===== src/hdl/dmr_pkg.sv =====
// Overview of operation
// - read inversion enable picks read latency column
// - write latency set bit picks set A or B
// - read auto precharge waits read-to-precharge clocks
// - write auto precharge waits write-recovery clocks
// - burst length 32 adds eight read precharge clocks
// - postamble bit: half clock default, else 1.5
// - register access uses write set-point copy
// - device operates from operating set-point copy
// - repair protect sticky; blocks repair entry writes
// - refresh-rate field encodes eight temperature states
// - refresh-rate msb set means above 85 degrees
// - derating needed reports refresh code 110
// - codes 000 and 111 flag unsafe operation
// - update flag sets on change, read clears
// - update flag zero at reset; rate valid after init
// - temperature register writes touch bits 6..3 only
// - thermal offset: none, five, ten, reserved
// - repair entry bit enters and exits repair mode
// - self refresh abort defaults off
package dmr_pkg;
   // ---------------------------------------------------------------
   // register addresses
   // ---------------------------------------------------------------
   localparam logic [5:0] ADDR_LATENCY = 6'h02;
   localparam logic [5:0] ADDR_IO_CONFIG_ONE = 6'h03;
   localparam logic [5:0] ADDR_TEMPERATURE_REFRESH = 6'h04;
   localparam logic [5:0] ADDR_VENDOR_IDENTITY = 6'h05;
   localparam logic [5:0] ADDR_SET_POINT = 6'h0D;
   // ---------------------------------------------------------------
   // field positions and reset values
   // ---------------------------------------------------------------
   localparam int BIT_PULLUP_CAL = 0;
   localparam int BIT_WR_POSTAMBLE = 1;
   localparam int BIT_REPAIR_PROTECT = 2;
   localparam int BIT_INV_RD = 6;
   localparam int BIT_INV_WR = 7;
   localparam int BIT_SELF_REFRESH_ABORT = 3;
   localparam int BIT_REPAIR_ENTRY = 4;
   localparam int BIT_UPDATE_FLAG = 7;
   localparam int BIT_WL_SET = 6;
   localparam int BIT_WR_SP = 6;
   localparam int BIT_OP_SP = 7;
   localparam logic [7:0] IO_CONFIG_RESET = 8'h31; // drive /6, cal 0.5
   localparam logic [7:0] TEMP_WR_MASK = 8'h78;
   localparam logic [2:0] RATE_NOMINAL = 3'h3;
   localparam logic [2:0] RATE_DERATE = 3'h6;
   localparam logic [2:0] RATE_LOW_LIMIT = 3'h0;
   localparam logic [2:0] RATE_HIGH_LIMIT = 3'h7;
   localparam logic [7:0] LATENCY_RESET = 8'h00;
   localparam logic [5:0] BL32_EXTRA = 6'h08;
   // ---------------------------------------------------------------
   // command codes
   // ---------------------------------------------------------------
   typedef enum logic [1:0] {
      DMR_CMD_NONE = 2'h0,
      DMR_CMD_WRITE = 2'h1,
      DMR_CMD_READ = 2'h2
   } dmr_cmd_e;
endpackage


===== src/hdl/dmr_sp_if.sv =====
`timescale 1ns/100ps
// set-point duplicated storage port
interface dmr_sp_if;
   logic wr_en;
   logic wr_sel;
   logic [7:0] wr_data;
   logic rd_sel;
   logic op_sel;
   logic [7:0] rd_data;
   logic [7:0] op_data;
   modport owner (output wr_en, wr_sel, wr_data, rd_sel, op_sel, input rd_data, op_data);
   modport store (input wr_en, wr_sel, wr_data, rd_sel, op_sel, output rd_data, op_data);
endinterface


===== src/hdl/dmr_sp_store.sv =====
`timescale 1ns/100ps
// two physical copies of one mode register
module dmr_sp_store #(
   parameter logic [7:0] RESET_VAL = 8'h00
) (
   // clock and reset
   input wire logic clk_i,
   input wire logic reset_n_i,
   // access
   dmr_sp_if.store sp
);
   logic [7:0] copy_r [2];

   // ---------------------------------------------------------------
   // copy storage, written copy chosen by write set point
   // ---------------------------------------------------------------
   genvar g;
   generate
      for (g = 0; g < 2; g++) begin : g_copy
         always_ff @(posedge clk_i or negedge reset_n_i) begin
            if (!reset_n_i) begin
               copy_r[g] <= RESET_VAL;
            end else if (sp.wr_en && (sp.wr_sel == 1'(g))) begin
               copy_r[g] <= sp.wr_data;
            end
         end
      end
   endgenerate

   // read copy and operating copy
   assign sp.rd_data = copy_r[sp.rd_sel];
   assign sp.op_data = copy_r[sp.op_sel];
endmodule


===== src/hdl/dmr_regs.sv =====
`timescale 1ns/100ps
// mode register bank: latency, io configuration, temperature, identity
module dmr_regs #(
   parameter logic [7:0] VENDOR_ID = 8'h5A // arbitrary value
) (
   // clock and reset
   input wire logic clk_i,
   input wire logic reset_n_i,
   // mode register command port
   input wire logic [1:0] cmd_i,
   input wire logic [5:0] addr_i,
   input wire logic [7:0] wdata_i,
   output logic [7:0] rdata_o,
   output logic rvalid_o,
   // temperature sensor
   input wire logic init_done_i,
   input wire logic [2:0] sensor_rate_i,
   input wire logic sensor_derate_i,
   // auto precharge requests
   input wire logic rd_ap_i,
   input wire logic wr_ap_i,
   input wire logic burst32_i,
   output logic precharge_o,
   // operating configuration
   output logic [7:0] op_io_config_o,
   output logic [3:0] read_latency_o,
   output logic [3:0] write_latency_o,
   output logic [4:0] read_to_precharge_clocks_o,
   output logic [5:0] write_recovery_clocks_o,
   output logic repair_protect_o,
   output logic repair_entry_o,
   output logic self_refresh_abort_o,
   output logic [1:0] thermal_offset_o,
   output logic [2:0] refresh_rate_o,
   output logic temp_update_flag_o,
   output logic over_85_o,
   output logic unsafe_temp_o
);
   // ---------------------------------------------------------------
   // decode
   // ---------------------------------------------------------------
   logic is_wr;
   logic is_rd;
   logic write_set_point_sel_r;
   logic operating_set_point_sel_r;
   logic [7:0] temp_ctrl_r;
   logic [2:0] rate_r;
   logic temp_update_flag_r;
   logic repair_protect_r;
   logic [6:0] pre_cnt_r;
   logic pre_busy_r;
   logic [6:0] pre_load;
   logic [4:0] rtp_sel;
   logic [5:0] wr_rec_sel;
   logic [7:0] lat_op;
   logic [7:0] io_op;
   logic [2:0] rate_nxt;

   assign is_wr = (dmr_pkg::dmr_cmd_e'(cmd_i) == dmr_pkg::DMR_CMD_WRITE);
   assign is_rd = (dmr_pkg::dmr_cmd_e'(cmd_i) == dmr_pkg::DMR_CMD_READ);

   // ---------------------------------------------------------------
   // duplicated latency and io configuration storage
   // ---------------------------------------------------------------
   dmr_sp_if lat_if ();
   dmr_sp_if io_if ();

   // write and read use write set point, operation uses operating one
   assign lat_if.wr_en = is_wr && (addr_i == dmr_pkg::ADDR_LATENCY);
   assign lat_if.wr_sel = write_set_point_sel_r;
   assign lat_if.wr_data = wdata_i;
   assign lat_if.rd_sel = write_set_point_sel_r;
   assign lat_if.op_sel = operating_set_point_sel_r;
   assign io_if.wr_en = is_wr && (addr_i == dmr_pkg::ADDR_IO_CONFIG_ONE);
   assign io_if.wr_sel = write_set_point_sel_r;
   assign io_if.rd_sel = write_set_point_sel_r;
   assign io_if.op_sel = operating_set_point_sel_r;
   // protect bit is stored in the copies as written and also sets the sticky flag
   assign io_if.wr_data = wdata_i;

   dmr_sp_store #(
      .RESET_VAL(dmr_pkg::LATENCY_RESET)
   ) u_lat (
      .clk_i(clk_i),
      .reset_n_i(reset_n_i),
      .sp(lat_if.store)
   );

   dmr_sp_store #(
      .RESET_VAL(dmr_pkg::IO_CONFIG_RESET)
   ) u_io (
      .clk_i(clk_i),
      .reset_n_i(reset_n_i),
      .sp(io_if.store)
   );

   assign lat_op = lat_if.op_data;
   assign io_op = io_if.op_data;

   // ---------------------------------------------------------------
   // set-point selection register
   // ---------------------------------------------------------------
   always_ff @(posedge clk_i or negedge reset_n_i) begin
      if (!reset_n_i) begin
         write_set_point_sel_r <= 1'b0;
         operating_set_point_sel_r <= 1'b0;
      end else if (is_wr && (addr_i == dmr_pkg::ADDR_SET_POINT)) begin
         write_set_point_sel_r <= wdata_i[dmr_pkg::BIT_WR_SP];
         operating_set_point_sel_r <= wdata_i[dmr_pkg::BIT_OP_SP];
      end
   end

   // ---------------------------------------------------------------
   // sticky repair protection
   // ---------------------------------------------------------------
   always_ff @(posedge clk_i or negedge reset_n_i) begin
      if (!reset_n_i) begin
         repair_protect_r <= 1'b0;
      end else if (io_if.wr_en && wdata_i[dmr_pkg::BIT_REPAIR_PROTECT]) begin
         repair_protect_r <= 1'b1;
      end
   end

   // ---------------------------------------------------------------
   // temperature register writable bits
   // ---------------------------------------------------------------
   always_ff @(posedge clk_i or negedge reset_n_i) begin
      if (!reset_n_i) begin
         temp_ctrl_r <= 8'h00;
      end else if (is_wr && (addr_i == dmr_pkg::ADDR_TEMPERATURE_REFRESH)) begin
         temp_ctrl_r <= wdata_i & dmr_pkg::TEMP_WR_MASK;
         if (repair_protect_r && wdata_i[dmr_pkg::BIT_REPAIR_ENTRY]) begin
            temp_ctrl_r[dmr_pkg::BIT_REPAIR_ENTRY] <= temp_ctrl_r[dmr_pkg::BIT_REPAIR_ENTRY];
         end
      end
   end

   // ---------------------------------------------------------------
   // refresh-rate tracking and update flag
   // ---------------------------------------------------------------
   always_comb begin
      rate_nxt = sensor_rate_i;
      if (sensor_derate_i) begin
         rate_nxt = dmr_pkg::RATE_DERATE;
      end
   end

   always_ff @(posedge clk_i or negedge reset_n_i) begin
      if (!reset_n_i) begin
         rate_r <= dmr_pkg::RATE_NOMINAL;
      end else if (init_done_i) begin
         rate_r <= rate_nxt;
      end
   end

   // set beats clear when a change and a read coincide
   always_ff @(posedge clk_i or negedge reset_n_i) begin
      if (!reset_n_i) begin
         temp_update_flag_r <= 1'b0;
      end else if (init_done_i && (rate_nxt != rate_r)) begin
         temp_update_flag_r <= 1'b1;
      end else if (is_rd && (addr_i == dmr_pkg::ADDR_TEMPERATURE_REFRESH)) begin
         temp_update_flag_r <= 1'b0;
      end
   end

   // ---------------------------------------------------------------
   // latency decode from operating copy
   // ---------------------------------------------------------------
   always_ff @(posedge clk_i or negedge reset_n_i) begin
      if (!reset_n_i) begin
         read_latency_o <= 4'h0;
         write_latency_o <= 4'h0;
         read_to_precharge_clocks_o <= 5'h08;
         write_recovery_clocks_o <= 6'h06;
      end else begin
         // codes carry the column: bit 3 marks with-inversion / set B
         read_latency_o <= {io_op[dmr_pkg::BIT_INV_RD], lat_op[2:0]};
         write_latency_o <= {lat_op[dmr_pkg::BIT_WL_SET], lat_op[5:3]};
         read_to_precharge_clocks_o <= rtp_sel;
         write_recovery_clocks_o <= wr_rec_sel;
      end
   end

   // precharge delay per latency code
   always_comb begin
      case (lat_op[2:0])
         3'h4: rtp_sel = 5'h0A;
         3'h5: rtp_sel = 5'h0C;
         3'h6: rtp_sel = 5'h0E;
         3'h7: rtp_sel = 5'h10;
         default: rtp_sel = 5'h08;
      endcase
      case (lat_op[2:0])
         3'h1: wr_rec_sel = 6'h0A;
         3'h2: wr_rec_sel = 6'h10;
         3'h3: wr_rec_sel = 6'h14;
         3'h4: wr_rec_sel = 6'h18;
         3'h5: wr_rec_sel = 6'h1E;
         3'h6: wr_rec_sel = 6'h22;
         3'h7: wr_rec_sel = 6'h28;
         default: wr_rec_sel = 6'h06;
      endcase
   end

   // ---------------------------------------------------------------
   // auto precharge delay counter
   // ---------------------------------------------------------------
   always_comb begin
      pre_load = 7'h00;
      if (rd_ap_i) begin
         pre_load = {2'b00, read_to_precharge_clocks_o};
         if (burst32_i) begin
            pre_load = pre_load + {1'b0, dmr_pkg::BL32_EXTRA};
         end
      end else if (wr_ap_i) begin
         pre_load = {1'b0, write_recovery_clocks_o};
      end
   end

   always_ff @(posedge clk_i or negedge reset_n_i) begin
      if (!reset_n_i) begin
         pre_cnt_r <= 7'h00;
         pre_busy_r <= 1'b0;
         precharge_o <= 1'b0;
      end else begin
         precharge_o <= 1'b0;
         if (rd_ap_i || wr_ap_i) begin
            pre_cnt_r <= pre_load - 7'h01;
            pre_busy_r <= 1'b1;
         end else if (pre_busy_r) begin
            if (pre_cnt_r == 7'h01) begin
               precharge_o <= 1'b1;
               pre_busy_r <= 1'b0;
            end
            pre_cnt_r <= pre_cnt_r - 7'h01;
         end
      end
   end

   // ---------------------------------------------------------------
   // mode register read answer
   // ---------------------------------------------------------------
   always_ff @(posedge clk_i or negedge reset_n_i) begin
      if (!reset_n_i) begin
         rdata_o <= 8'h00;
         rvalid_o <= 1'b0;
      end else begin
         rvalid_o <= is_rd;
         if (is_rd) begin
            case (addr_i)
               dmr_pkg::ADDR_TEMPERATURE_REFRESH:
                  rdata_o <= {temp_update_flag_r, temp_ctrl_r[6:3], rate_r};
               dmr_pkg::ADDR_VENDOR_IDENTITY: rdata_o <= VENDOR_ID;
               dmr_pkg::ADDR_IO_CONFIG_ONE: rdata_o <= io_if.rd_data;
               dmr_pkg::ADDR_LATENCY: rdata_o <= lat_if.rd_data;
               default: rdata_o <= 8'h00;
            endcase
         end
      end
   end

   // ---------------------------------------------------------------
   // registered status outputs
   // ---------------------------------------------------------------
   always_ff @(posedge clk_i or negedge reset_n_i) begin
      if (!reset_n_i) begin
         op_io_config_o <= dmr_pkg::IO_CONFIG_RESET;
         repair_protect_o <= 1'b0;
         repair_entry_o <= 1'b0;
         self_refresh_abort_o <= 1'b0;
         thermal_offset_o <= 2'h0;
         refresh_rate_o <= dmr_pkg::RATE_NOMINAL;
         temp_update_flag_o <= 1'b0;
         over_85_o <= 1'b0;
         unsafe_temp_o <= 1'b0;
      end else begin
         op_io_config_o <= io_op;
         repair_protect_o <= repair_protect_r;
         repair_entry_o <= temp_ctrl_r[dmr_pkg::BIT_REPAIR_ENTRY];
         self_refresh_abort_o <= temp_ctrl_r[dmr_pkg::BIT_SELF_REFRESH_ABORT];
         thermal_offset_o <= temp_ctrl_r[6:5];
         refresh_rate_o <= rate_r;
         temp_update_flag_o <= temp_update_flag_r;
         over_85_o <= rate_r[2];
         unsafe_temp_o <= (rate_r == dmr_pkg::RATE_LOW_LIMIT) || (rate_r == dmr_pkg::RATE_HIGH_LIMIT);
      end
   end
endmodule


===== config.mk =====
export PLATFORM = sky130hd
export DESIGN_NAME = dmr_regs
export DESIGN_NICKNAME = d
export VERILOG_FILES = /design/src/hdl/dmr_pkg.sv /design/src/hdl/dmr_sp_if.sv /design/src/hdl/dmr_sp_store.sv /design/src/hdl/dmr_regs.sv
export SDC_FILE = /design/constraint.sdc
export NUM_CORES = 1
export LEC_CHECK = 0
export BUFFER_PORTS_ARGS = -buffer_cell sky130_fd_sc_hd__buf_4
export CAP_MARGIN = 20
export CORE_ASPECT_RATIO = 1.1
export CORE_UTILIZATION = 30
export CTS_CLUSTER_SIZE = 20
export DETAILED_ROUTE_END_ITERATION = 6
export PLACE_DENSITY = 0.48
export SETUP_SLACK_MARGIN = 0.2
export SLEW_MARGIN = 5
export SYNTH_ARGS = -nofsm -noshare
export SYNTH_HDL_FRONTEND = slang
export SYNTH_SLANG_ARGS = --single-unit

===== constraint.sdc =====
create_clock -name clk_i -period 4.15 [get_ports clk_i]
set_input_delay 0.2075 -clock clk_i [delete_from_list [all_inputs] [get_ports clk_i]]
set_output_delay 0.2075 -clock clk_i [all_outputs]
set_load 0.005 [all_outputs]

==> results of run 1 <==
## per-layer routing
layer | up-vias | track usage (%) | routed length [um]
met5 | - | 0 | 0
met4 | 0 | 6.65 | 176
met3 | 11 | 2.44 | 318
met2 | 69 | 22.1 | 4630
met1 | 1385 | 19.1 | 4460
li1 | 1312 | - | -
## power breakdown
group	leakage [nW]	total [mW]	switching (mW)	internal [mW]
clock network	0.146	0.847	0.347	0.500
registers	1.20	1.07	0.0620	1.00
logic	1.05	0.251	0.114	0.137
total	2.39	2.16	0.523	1.64
## through the flow
step | utilization [%] | setup slack [ns] | instances | hold WS [ns] | power, mW
floorplan | - | 2.31 | 328 | -0.0881 | 1.19
CTS | 37.9 | 2.11 | 587 | 0.0198 | 2.20
finish | 37.9 | 2.14 | 587 | -0.0198 | 2.16
global route | 37.9 | 1.99 | 587 | 0.0599 | 2.27
detailed placement | 35.7 | 2.05 | 571 | 0.380 | 1.34
global placement | 35.7 | 2.09 | 571 | 0.388 | 1.34
## registers in the layout (all words and copies together), names as in the netlist, 2 cells and up
| name | flops |
|---|---|
| u_io.copy_r | 16 |
| u_lat.copy_r | 16 |
| op_io_config_o | 8 |
| rdata_o | 8 |
| pre_cnt_r | 7 |
| write_recovery_clocks_o | 5 |
| read_to_precharge_clocks_o | 4 |
| temp_ctrl_r | 4 |
| write_latency_o | 4 |
| rate_r | 3 |
| read_latency_o | 3 |
| refresh_rate_o | 2 |
| thermal_offset_o | 2 |
## worst max-delay path: cells and delay by family (launching register included)
kind            cells  cell delay [ns]
compound gates      2             0.66
flops               1             0.56
mux                 1             0.30
fa+ha+maj           1             0.25
xor+xnor            1             0.11
## area by class of cell
class,count,share of cell area (%)
Clock buffer,13,4.98
Clock inverter,3,0.815
Inverter,9,0.647
Multi-Input combinational cell,206,32.6
Sequential cell,95,45.9
Tap cell,188,4.51
Timing Repair Buffer,73,10.5
## path summary, 6_finish.rpt
check / slack [ns] / cells past startpoint / end / start
min: -0.02 / 1 / pre_cnt_r[3] / reset_n_i
min reg2reg: 0.39 / 0 / thermal_offset_o[0] / temp_ctrl_r[5]
max in group asynchronous: 3.23 / 2 / op_io_config_o[0] / reset_n_i
max reg2reg: 2.14 / 5 / pre_cnt_r[4] / read_to_precharge_clocks_o[3]
max: 2.14 / 5 / pre_cnt_r[4] / read_to_precharge_clocks_o[3]
min in group clk_i: 0.05 / 2 / rate_r[1] / init_done_i
## cell families after synthesis
| family | after synthesis | synth area share (%) |
|---|---|---|
| flip-flops | 95 | 56.6 |
| AND/OR/NAND/NOR | 77 | 10.7 |
| multiplexers | 65 | 18.4 |
| AO/OA/AOI/OAI | 47 | 7.44 |
| buffers and inverters | 27 | 3.34 |
| XOR/XNOR | 11 | 2.27 |
| adder cells (fa/ha/maj) | 4 | 1.18 |
| other | 1 | 0.0885 |
## placed cells by master, fill, tap and decap left out, types with 2 or more instances in the layout
cell type	n
a21oi_1	8
nor2b_1	4
clkbuf_16	9
a22oi_1	11
nor3_1	7
o21ai_0	11
inv_1	9
nand2_1	13
dfrtp_1	79
dfstp_2	16
conb_1	2
a31oi_1	5
mux4_2	5
xnor2_1	6
nand3b_1	4
or4_1	2
nand3_1	2
or3_1	2
and3_1	2
nor3b_1	2
mux2_2	53
nor4_1	3
mux2i_1	6
clkbuf_8	2
clkbuf_1	2
xor2_1	5
nor2_1	21
ha_1	4
buf_4	73
==> summary.md, run 1 <==
| Metric | Value |
|---|---|
| Initial antenna violation count | `0` |
| Die X | `around 120 um` |
| First-pass GRT wire length | `15.4 mm` |
| Area leader, netlist | `dfrtp_1` |
| Gpl congestion | `about 0.74` |
| Final Setup Violations | `0` |
| Dpl cell area | `4920 um2` |
| Area growth from synthesis to layout | `23.2%` |
| Syn Inst Count | `around 330` |
| Max Slew Vio Count | `0` |
| Number of global-route vias before repair | `2,848` |
| Leakage Power | `approximately 2.4 nW` |
| Final instance area | `between 5000 and 6000 um2` |
| Violated checks | `hold timing` |
| # fillers | `between 1,000 and 1,500` |
| Fin nets | `about 420` |
| Critical Path Max Stage Delay | `between 0.5 and 0.6 ns` |
| Syn Area/Cell | `around 13 um2` |
| H-tree depth | `3` |
| Clock sinks | `between 90 and 100` |
| Crit path capture type | `register` |
| Top-count cell post-synth | `dfrtp_1` |
| Footprint of the multi-input gates | `~1700 um2` |
| Share of cells above drive strength 1 | `between 40% and 50%` |
| Max frequency | `497 MHz` |
| N_diodes | `0` |
| Port-buffer cells | `71` |
| Antenna Nets Post-Route | `0` |
| Unrepaired setup endpoints after global routing | `no` |
| Seq/Total Area, Yosys | `a little under three fifths` |
| Final min period | `roughly 2.0 ns` |
| Starting Density | `between 30% and 40%` |
| DR DRC count | `0` |
| Top-area cell type share of the netlist area | `about 47%` |
| GRT Util Overall | `14.2%` |
| Ys async rst share | `between 90% and 100%` |
| Post-CTS Hold Buffers | `0` |
| CP required | `between 4 and 5 ns` |
| Worst clock skew | `0.00593 ns` |
| CTS resizes | `0` |
| Reg clk slew, reported paths | `about 0.06 ns` |
| Type of the most critical hold path | `input port to async pin` |
| HPWL after DPL | `6.69 mm` |
| Crit path launch type | `register` |
| Final hold vios | `34` |
| Die area | `14,600 um2` |
| Max_cap viols | `0` |
| CORE AREA | `13,800 um2` |
| VDD IR max | `roughly 0.00017 V` |
| Status | `complete, but fails checks` |
| DR pass1 iterations | `4` |
| Post-route setup TNS | `0 ns` |
| Fin crit share | `48.5%` |
| Post-synth top flop | `dfrtp_1` |
| Reg area | `around 2400 um2` |
| Number of synthesis warnings | `0` |
| Wire per inst | `between 15 and 20 um` |
| Clk buf depth | `2` |
| CTS Buf Count | `9` |
| Dominant cells by area after synthesis | `dfrtp_1 47%, mux2_2 14%, dfstp_2 9.9%, mux4_2 2.7%, a22oi_1 1.9%` |
| CTS root buf | `clkbuf_16` |
| Crit Path Max Fanout | `3` |
| Chip height | `~130 um` |
| Total wire length | `9.59 mm` |
| Via density | `4.73` |
| Post-CTS setup buffer count | `0` |
| WHS | `-0.0198 ns` |
| Critical setup path kind | `register to register` |
| Vias | `approximately 2,800` |
| Power density cells | `414 nW/um2` |
| Arr. time, crit path | `about 2.2 ns` |
| Mapped Area | `between 4000 and 5000 um2` |
| I/O pins | `74` |
| Slew margin rel. | `between 40 and 50%` |
| Critical Path, Cell by Cell | `ha_1, mux2_2, a22oi_1, xor2_1, a2111oi_0` |
| Seq cells post-synth | `95` |
| Row count | `between 40 and 50` |
| Worst-margin pin slew | `0.866 ns` |
| Number of flops mapped to enable cells by yosys | `0` |
| GRT Residual Overflow | `0` |
| DR iter-0 viols | `150` |
| Largest net degree at the start of global routing | `between 60 and 70` |
| Distinct cells, synth | `60` |
| Slowest CP cell | `dfstp_2` |
| TritonCTS clock tree | `done` |
| Clock Latency Late Sink | `0.34 ns` |
| Post-synth top cells | `79 x dfrtp_1, 53 x mux2_2, 21 x nor2_1, 16 x dfstp_2, 13 x nand2_1` |
No activity file was read; power rests on OpenSTA's default activity.
==> inputs of run 2 (changes only) <==
- PLACE_DENSITY: 0.48 -> 0.5
- clock period: 4.15 -> 1.8 ns (I/O delays scaled with it)
==> summary.md, run 2 (synthesis results as in run 1) <==
| Metric | Value |
|---|---|
| Status | `completed` |
| Number of global-route vias before repair | `~3,000` |
| DR pass1 iterations | `6` |
| Antenna Nets Post-Route | `0` |
| Clock sinks | `95` |
| Largest net degree at the start of global routing | `slightly above 50` |
| Leakage Power | `2.58 nW` |
| Row count | `45` |
| Global Route met1 Usage | `19.5%` |
| Final Setup Violations | `0` |
| Power density cells | `between 900 and 1000 nW/um2` |
| CTS Buf Count | `9` |
| First-pass GRT wire length | `~16 mm` |
| CP required | `slightly above 2 ns` |
| Gpl congestion | `~0.77` |
| Grt met2 use | `between 20% and 30%` |
| Final hold vios | `0` |
| N_diodes | `0` |
| Clk buf depth | `2` |
| Commonest cells after routing, fill and taps aside | `95 x buf_4, 79 x dfrtp_1, 52 x mux2_2` |
| Total wire length | `9.89 mm` |
| Most used routing layer | `met2` |
| DR iter-0 viols | `between 100 and 150` |
| Pwr Total | `approximately 5.2 mW` |
| Area growth from synthesis to layout | `32.3%` |
| GR Util met3 | `2.53%` |
| Max_cap viols | `0` |
| Crit Path Max Fanout | `2` |
| Type of the most critical hold path | `input port to register` |
| Max Slew Vio Count | `0` |
| GRT Util Overall | `14.5%` |
| Worst clock skew | `0.00459 ns` |
| Final instance area | `about 5600 um2` |
| Unrepaired setup endpoints after global routing | `yes` |
| Reg clk slew, reported paths | `about 0.070 ns` |
| Critical Path, Cell by Cell | `ha_4, mux2_4, buf_4, and3_1, a2111oi_2` |
| H-tree depth | `3` |
| Crit path launch type | `register` |
| Wire per inst | `around 16 um` |
| Die X | `115 um` |
| DR DRC count | `0` |
| Via density | `4.73` |
| Final WS setup | `about 0.087 ns` |
| Vias | `2,920` |
| Crit path capture type | `register` |
| Share of cells above drive strength 1 | `between 40% and 50%` |
| # fillers | `about 1,300` |
| Pre-CTS WS | `-0.0909 ns` |
| Most common cell after layout, fill and taps aside | `buf_4` |
| Initial antenna violation count | `0` |
| Fin nets | `roughly 450` |
| I/O pins | `between 70 and 80` |
| Max frequency | `approximately 600 MHz` |
| Post-route setup TNS | `0 ns` |
| Critical setup path kind | `register to register` |
| WHS | `between 0.006 and 0.007 ns` |
| CORE AREA | `around 14,000 um2` |
| Starting Density | `a little under a third` |
| TritonCTS clock tree | `done` |
| Arr. time, crit path | `just under 2 ns` |
| GRT Residual Overflow | `0` |
| Slowest CP cell | `dfstp_2` |
| VDD IR max | `between 0.0003 and 0.0004 V` |
| Top Registers | `u_io.copy_r: 16 flops, u_lat.copy_r: 16 flops` |
| Final min period | `around 1.7 ns` |
| Critical Path Max Stage Delay | `0.55 ns` |
| Clock Latency Late Sink | `~0.34 ns` |
| Fin crit share | `95.2%` |
| HPWL after DPL | `7.25 mm` |
| CTS root buf | `clkbuf_16` |
| Port-buffer cells | `71` |
| Chip height | `between 100 and 150 um` |
| Dpl cell area | `5160 um2` |
| Die area | `about 15,000 um2` |
run 2: report_power, final:
part / leakage (nW) / internal, mW / switching (mW)
Combinational: 1.22 / 0.373 / 0.312
Clock: 0.156 / 1.26 / 0.796
Sequential: 1.20 / 2.31 / 0.120
Total: 2.58 / 3.94 / 1.23
run 2: metal layers:
metal  wire length [um]  vias up  part of all wire (%)
li1                   -     1371                     -
met1               4630     1474                    47
met2               4830       64                    49
met3                340       11                   3.4
met4                 95        0                  0.96
met5                  0        -                     0
run 2: layout make-up:
class / count / area, um2 / share of cell area (%)
Timing Repair Buffer: 103 / 833 / 14.9
Clock buffer: 11 / 243 / 4.33
Sequential cell: 95 / 2400 / 42.7
Inverter: 9 / 33.8 / 0.602
Multi-Input combinational cell: 206 / 1790 / 31.8
Tap cell: 188 / 235 / 4.19
Clock inverter: 5 / 81.3 / 1.45
run 2: stage by stage:
stage          cells  util, %
5_1_grt          617     40.7
3_3_place_gp     593     37.4
3_5_place_dp     593     37.4
2_1_floorplan    328        -
6_report         617     40.7
4_1_cts          615     40.3
run 2: worst paths after layout:
check,from,end,slack [ns],cells past startpoint
max reg2reg,read_to_precharge_clocks_o[3],pre_cnt_r[4],0.09,5
min reg2reg,rate_r[0],refresh_rate_o[0],0.42,0
max in group asynchronous,reset_n_i,u_io.copy_r[0],0.97,3
min,wdata_i[1],u_io.copy_r[1],0.006,2
max,read_to_precharge_clocks_o[3],pre_cnt_r[4],0.09,5
min in group asynchronous,reset_n_i,pre_busy_r,0.20,2
run 2: repair_timing:
| action | 4_1_cts | 5_1_grt |
|---|---|---|
| gates resized for setup | 5 | 7 |
| setup buffers | 2 | 2 |
| endpoints found under the hold margin | 27 | 0 |
| hold buffers | 4 | 0 |
| setup endpoints to repair | 3 | 6 |
| pin swaps | 4 | 5 |
run 2: worst max-delay path, delay by kind of cell, from the launching register on:
kind,cells,cell delay (ns)
compound gates,1,0.28
fa+ha+maj,1,0.20
buf+inv,1,0.14
flops,1,0.55
mux,1,0.27
simple gates,1,0.16
==> inputs of run 3 (changes only) <==
- CORE_ASPECT_RATIO: 1.1 -> 0.6
==> summary.md, run 3 (synthesis results as in run 1) <==
| Metric | Value |
|---|---|
| Critical setup path kind | `register to register` |
| Pint | `between 4 and 5 mW` |
| Total wire length | `between 10 and 15 mm` |
| Final instance area | `around 5700 um2` |
| Critical Path, Cell by Cell | `ha_4, mux2_4, a22oi_2, xor2_1, a2111oi_1` |
| Most used routing layer | `met2` |
| Final min period | `~1.8 ns` |
| Clock Latency Late Sink | `~0.35 ns` |
| Crit path launch type | `register` |
| CP required | `around 2.0 ns` |
| Clock sinks | `95` |
| # fillers | `1,318` |
| GR Util met3 | `~4.2%` |
| Clk buf depth | `2` |
| Antenna Nets Post-Route | `0` |
| Switching Fraction | `a little under a quarter` |
| VDD IR max | `~0.00042 V` |
| DR DRC count | `0` |
| Via density | `roughly 4.6` |
| Initial antenna violation count | `0` |
| Commonest cells after routing, fill and taps aside | `107 x buf_4, 79 x dfrtp_1, 52 x mux2_2` |
| Power density cells | `roughly 940 nW/um2` |
| Top Registers | `u_io.copy_r: 16 flops, u_lat.copy_r: 16 flops` |
| Slowest CP cell | `dfstp_2` |
| GRT Util Overall | `between 15 and 20%` |
| Share of cells above drive strength 1 | `50.3%` |
| Vias | `a little under 3,000` |
| Arr. time, crit path | `approximately 2.0 ns` |
| Sw power | `between 1 and 1.5 mW` |
| DR iter-0 viols | `between 100 and 150` |
| HPWL after DPL | `about 7.5 mm` |
| Fin nets | `468` |
| Type of the most critical hold path | `input port to register` |
| I/O pins | `between 70 and 80` |
| Chip height | `around 94 um` |
| Most common cell after layout, fill and taps aside | `buf_4` |
| Starting Density | `a little over 30%` |
| Grt met2 use | `roughly 22%` |
| Global Route met1 Usage | `roughly 22%` |
| CORE AREA | `about 14,000 um2` |
| DR pass1 iterations | `4` |
| GRT Residual Overflow | `0` |
| Fin crit share | `97.8%` |
| N_diodes | `0` |
| Number of global-route vias before repair | `3,075` |
| Final Setup Violations | `0` |
| Max_cap viols | `0` |
| H-tree depth | `3` |
| Flop pwr share | `45.4%` |
| Final WS setup | `between 0.03 and 0.04 ns` |
| Max Slew Vio Count | `0` |
| Worst clock skew | `~0.0055 ns` |
| Wire per inst | `roughly 16 um` |
| Max frequency | `~570 MHz` |
| Largest net degree at the start of global routing | `51` |
| Dpl cell area | `approximately 5200 um2` |
| Pre-CTS WS | `-0.0321 ns` |
| Top delay family on crit path | `flip-flops` |
| Port-buffer cells | `71` |
| Gpl congestion | `~0.75` |
| Leakage Power | `2.64 nW` |
| CTS root buf | `clkbuf_16` |
| Status | `completed` |
| Logic pwr share | `13.2%` |
| Final hold vios | `0` |
| Clock group share of total power | `41.4%` |
| Crit path capture type | `register` |
| Die area | `14,600 um2` |
| TritonCTS clock tree | `done` |
| Reg clk slew, reported paths | `roughly 0.07 ns` |
| First-pass GRT wire length | `approximately 17 mm` |
| Final core occ | `a little over two fifths` |
| CTS Buf Count | `9` |
| Critical Path Max Stage Delay | `between 0.5 and 0.6 ns` |
| Unrepaired setup endpoints after global routing | `yes` |
| Area growth from synthesis to layout | `34.9%` |
| Row count | `33` |
| Die X | `about 160 um` |
| Crit Path Max Fanout | `2` |
| WP buf/inv | `0` |
-- run 3: cell count changes in the layout (fill, tap and decap cells not counted), sizes merged --
cell / change
dlygate4sd3: +3
clkinv: -1
bufinv: +1
buf: +11
clkbuf: -1
inv: +1
-- run 3: power by group through the flow --
stage	Clock, mW	Combinational [mW]	Sequential [mW]
floorplan	0	0.318	2.44
global placement	0	0.657	2.47
detailed placement	0	0.662	2.47
CTS	2.27	0.710	2.43
global route	2.36	0.786	2.45
finish	2.21	0.709	2.43
-- run 3: worst paths after layout --
path,from,end,slack (ns),cells after the start
worst min register to register,temp_ctrl_r[5],thermal_offset_o[0],0.41,0
min in group asynchronous,reset_n_i,rdata_o[3],0.20,2
worst max-delay path,read_to_precharge_clocks_o[3],pre_cnt_r[4],0.04,5
max in group asynchronous,reset_n_i,op_io_config_o[0],0.92,3
worst min-delay path,sensor_rate_i[0],rate_r[0],0.01,3
worst max register to register,read_to_precharge_clocks_o[3],pre_cnt_r[4],0.04,5
-- run 3: worst min-delay path, cell delays in order --
cell      delay [ns]
buf_4           0.12
nand3b_1        0.07
o21ai_0         0.07
-- run 3: layout make-up --
| type | count | area [um2] | share of cell area, % |
|---|---|---|---|
| Clock inverter | 6 | 118 | 2.06 |
| Clock buffer | 10 | 229 | 4.00 |
| Sequential cell | 95 | 2400 | 41.9 |
| Multi-Input combinational cell | 206 | 1790 | 31.2 |
| Timing Repair Buffer | 117 | 916 | 16.0 |
| Inverter | 9 | 33.8 | 0.591 |
| Tap cell | 192 | 240 | 4.20 |
-- run 3: timing repair --
item	CTS	global route
hold endpoints to repair	32	0
resized for setup	4	11
setup buffers	7	1
endpoints found under the setup margin	4	8
pin swaps	2	1
hold buffers	7	0
-- run 3: metrics by stage --
| step | power, mW | hold slack, ns | instances | TNS (ns) |
|---|---|---|---|---|
| floorplan | 2.76 | -0.206 | 328 | 0 |
| global placement | 3.13 | 0.0320 | 604 | 0 |
| detailed placement | 3.13 | 0.0358 | 604 | -0.0321 |
| CTS | 5.41 | 0.000823 | 634 | 0 |
| global route | 5.59 | 0.0131 | 635 | -0.0458 |
| finish | 5.35 | 0.00963 | 635 | 0 |
-- run 3: layer usage --
| metal | up-vias | routed length, um |
|---|---|---|
| met1 | 1461 | 5390 |
| met4 | 0 | 120 |
| met5 | - | 0 |
| li1 | 1401 | - |
| met2 | 58 | 4330 |
| met3 | 10 | 501 |
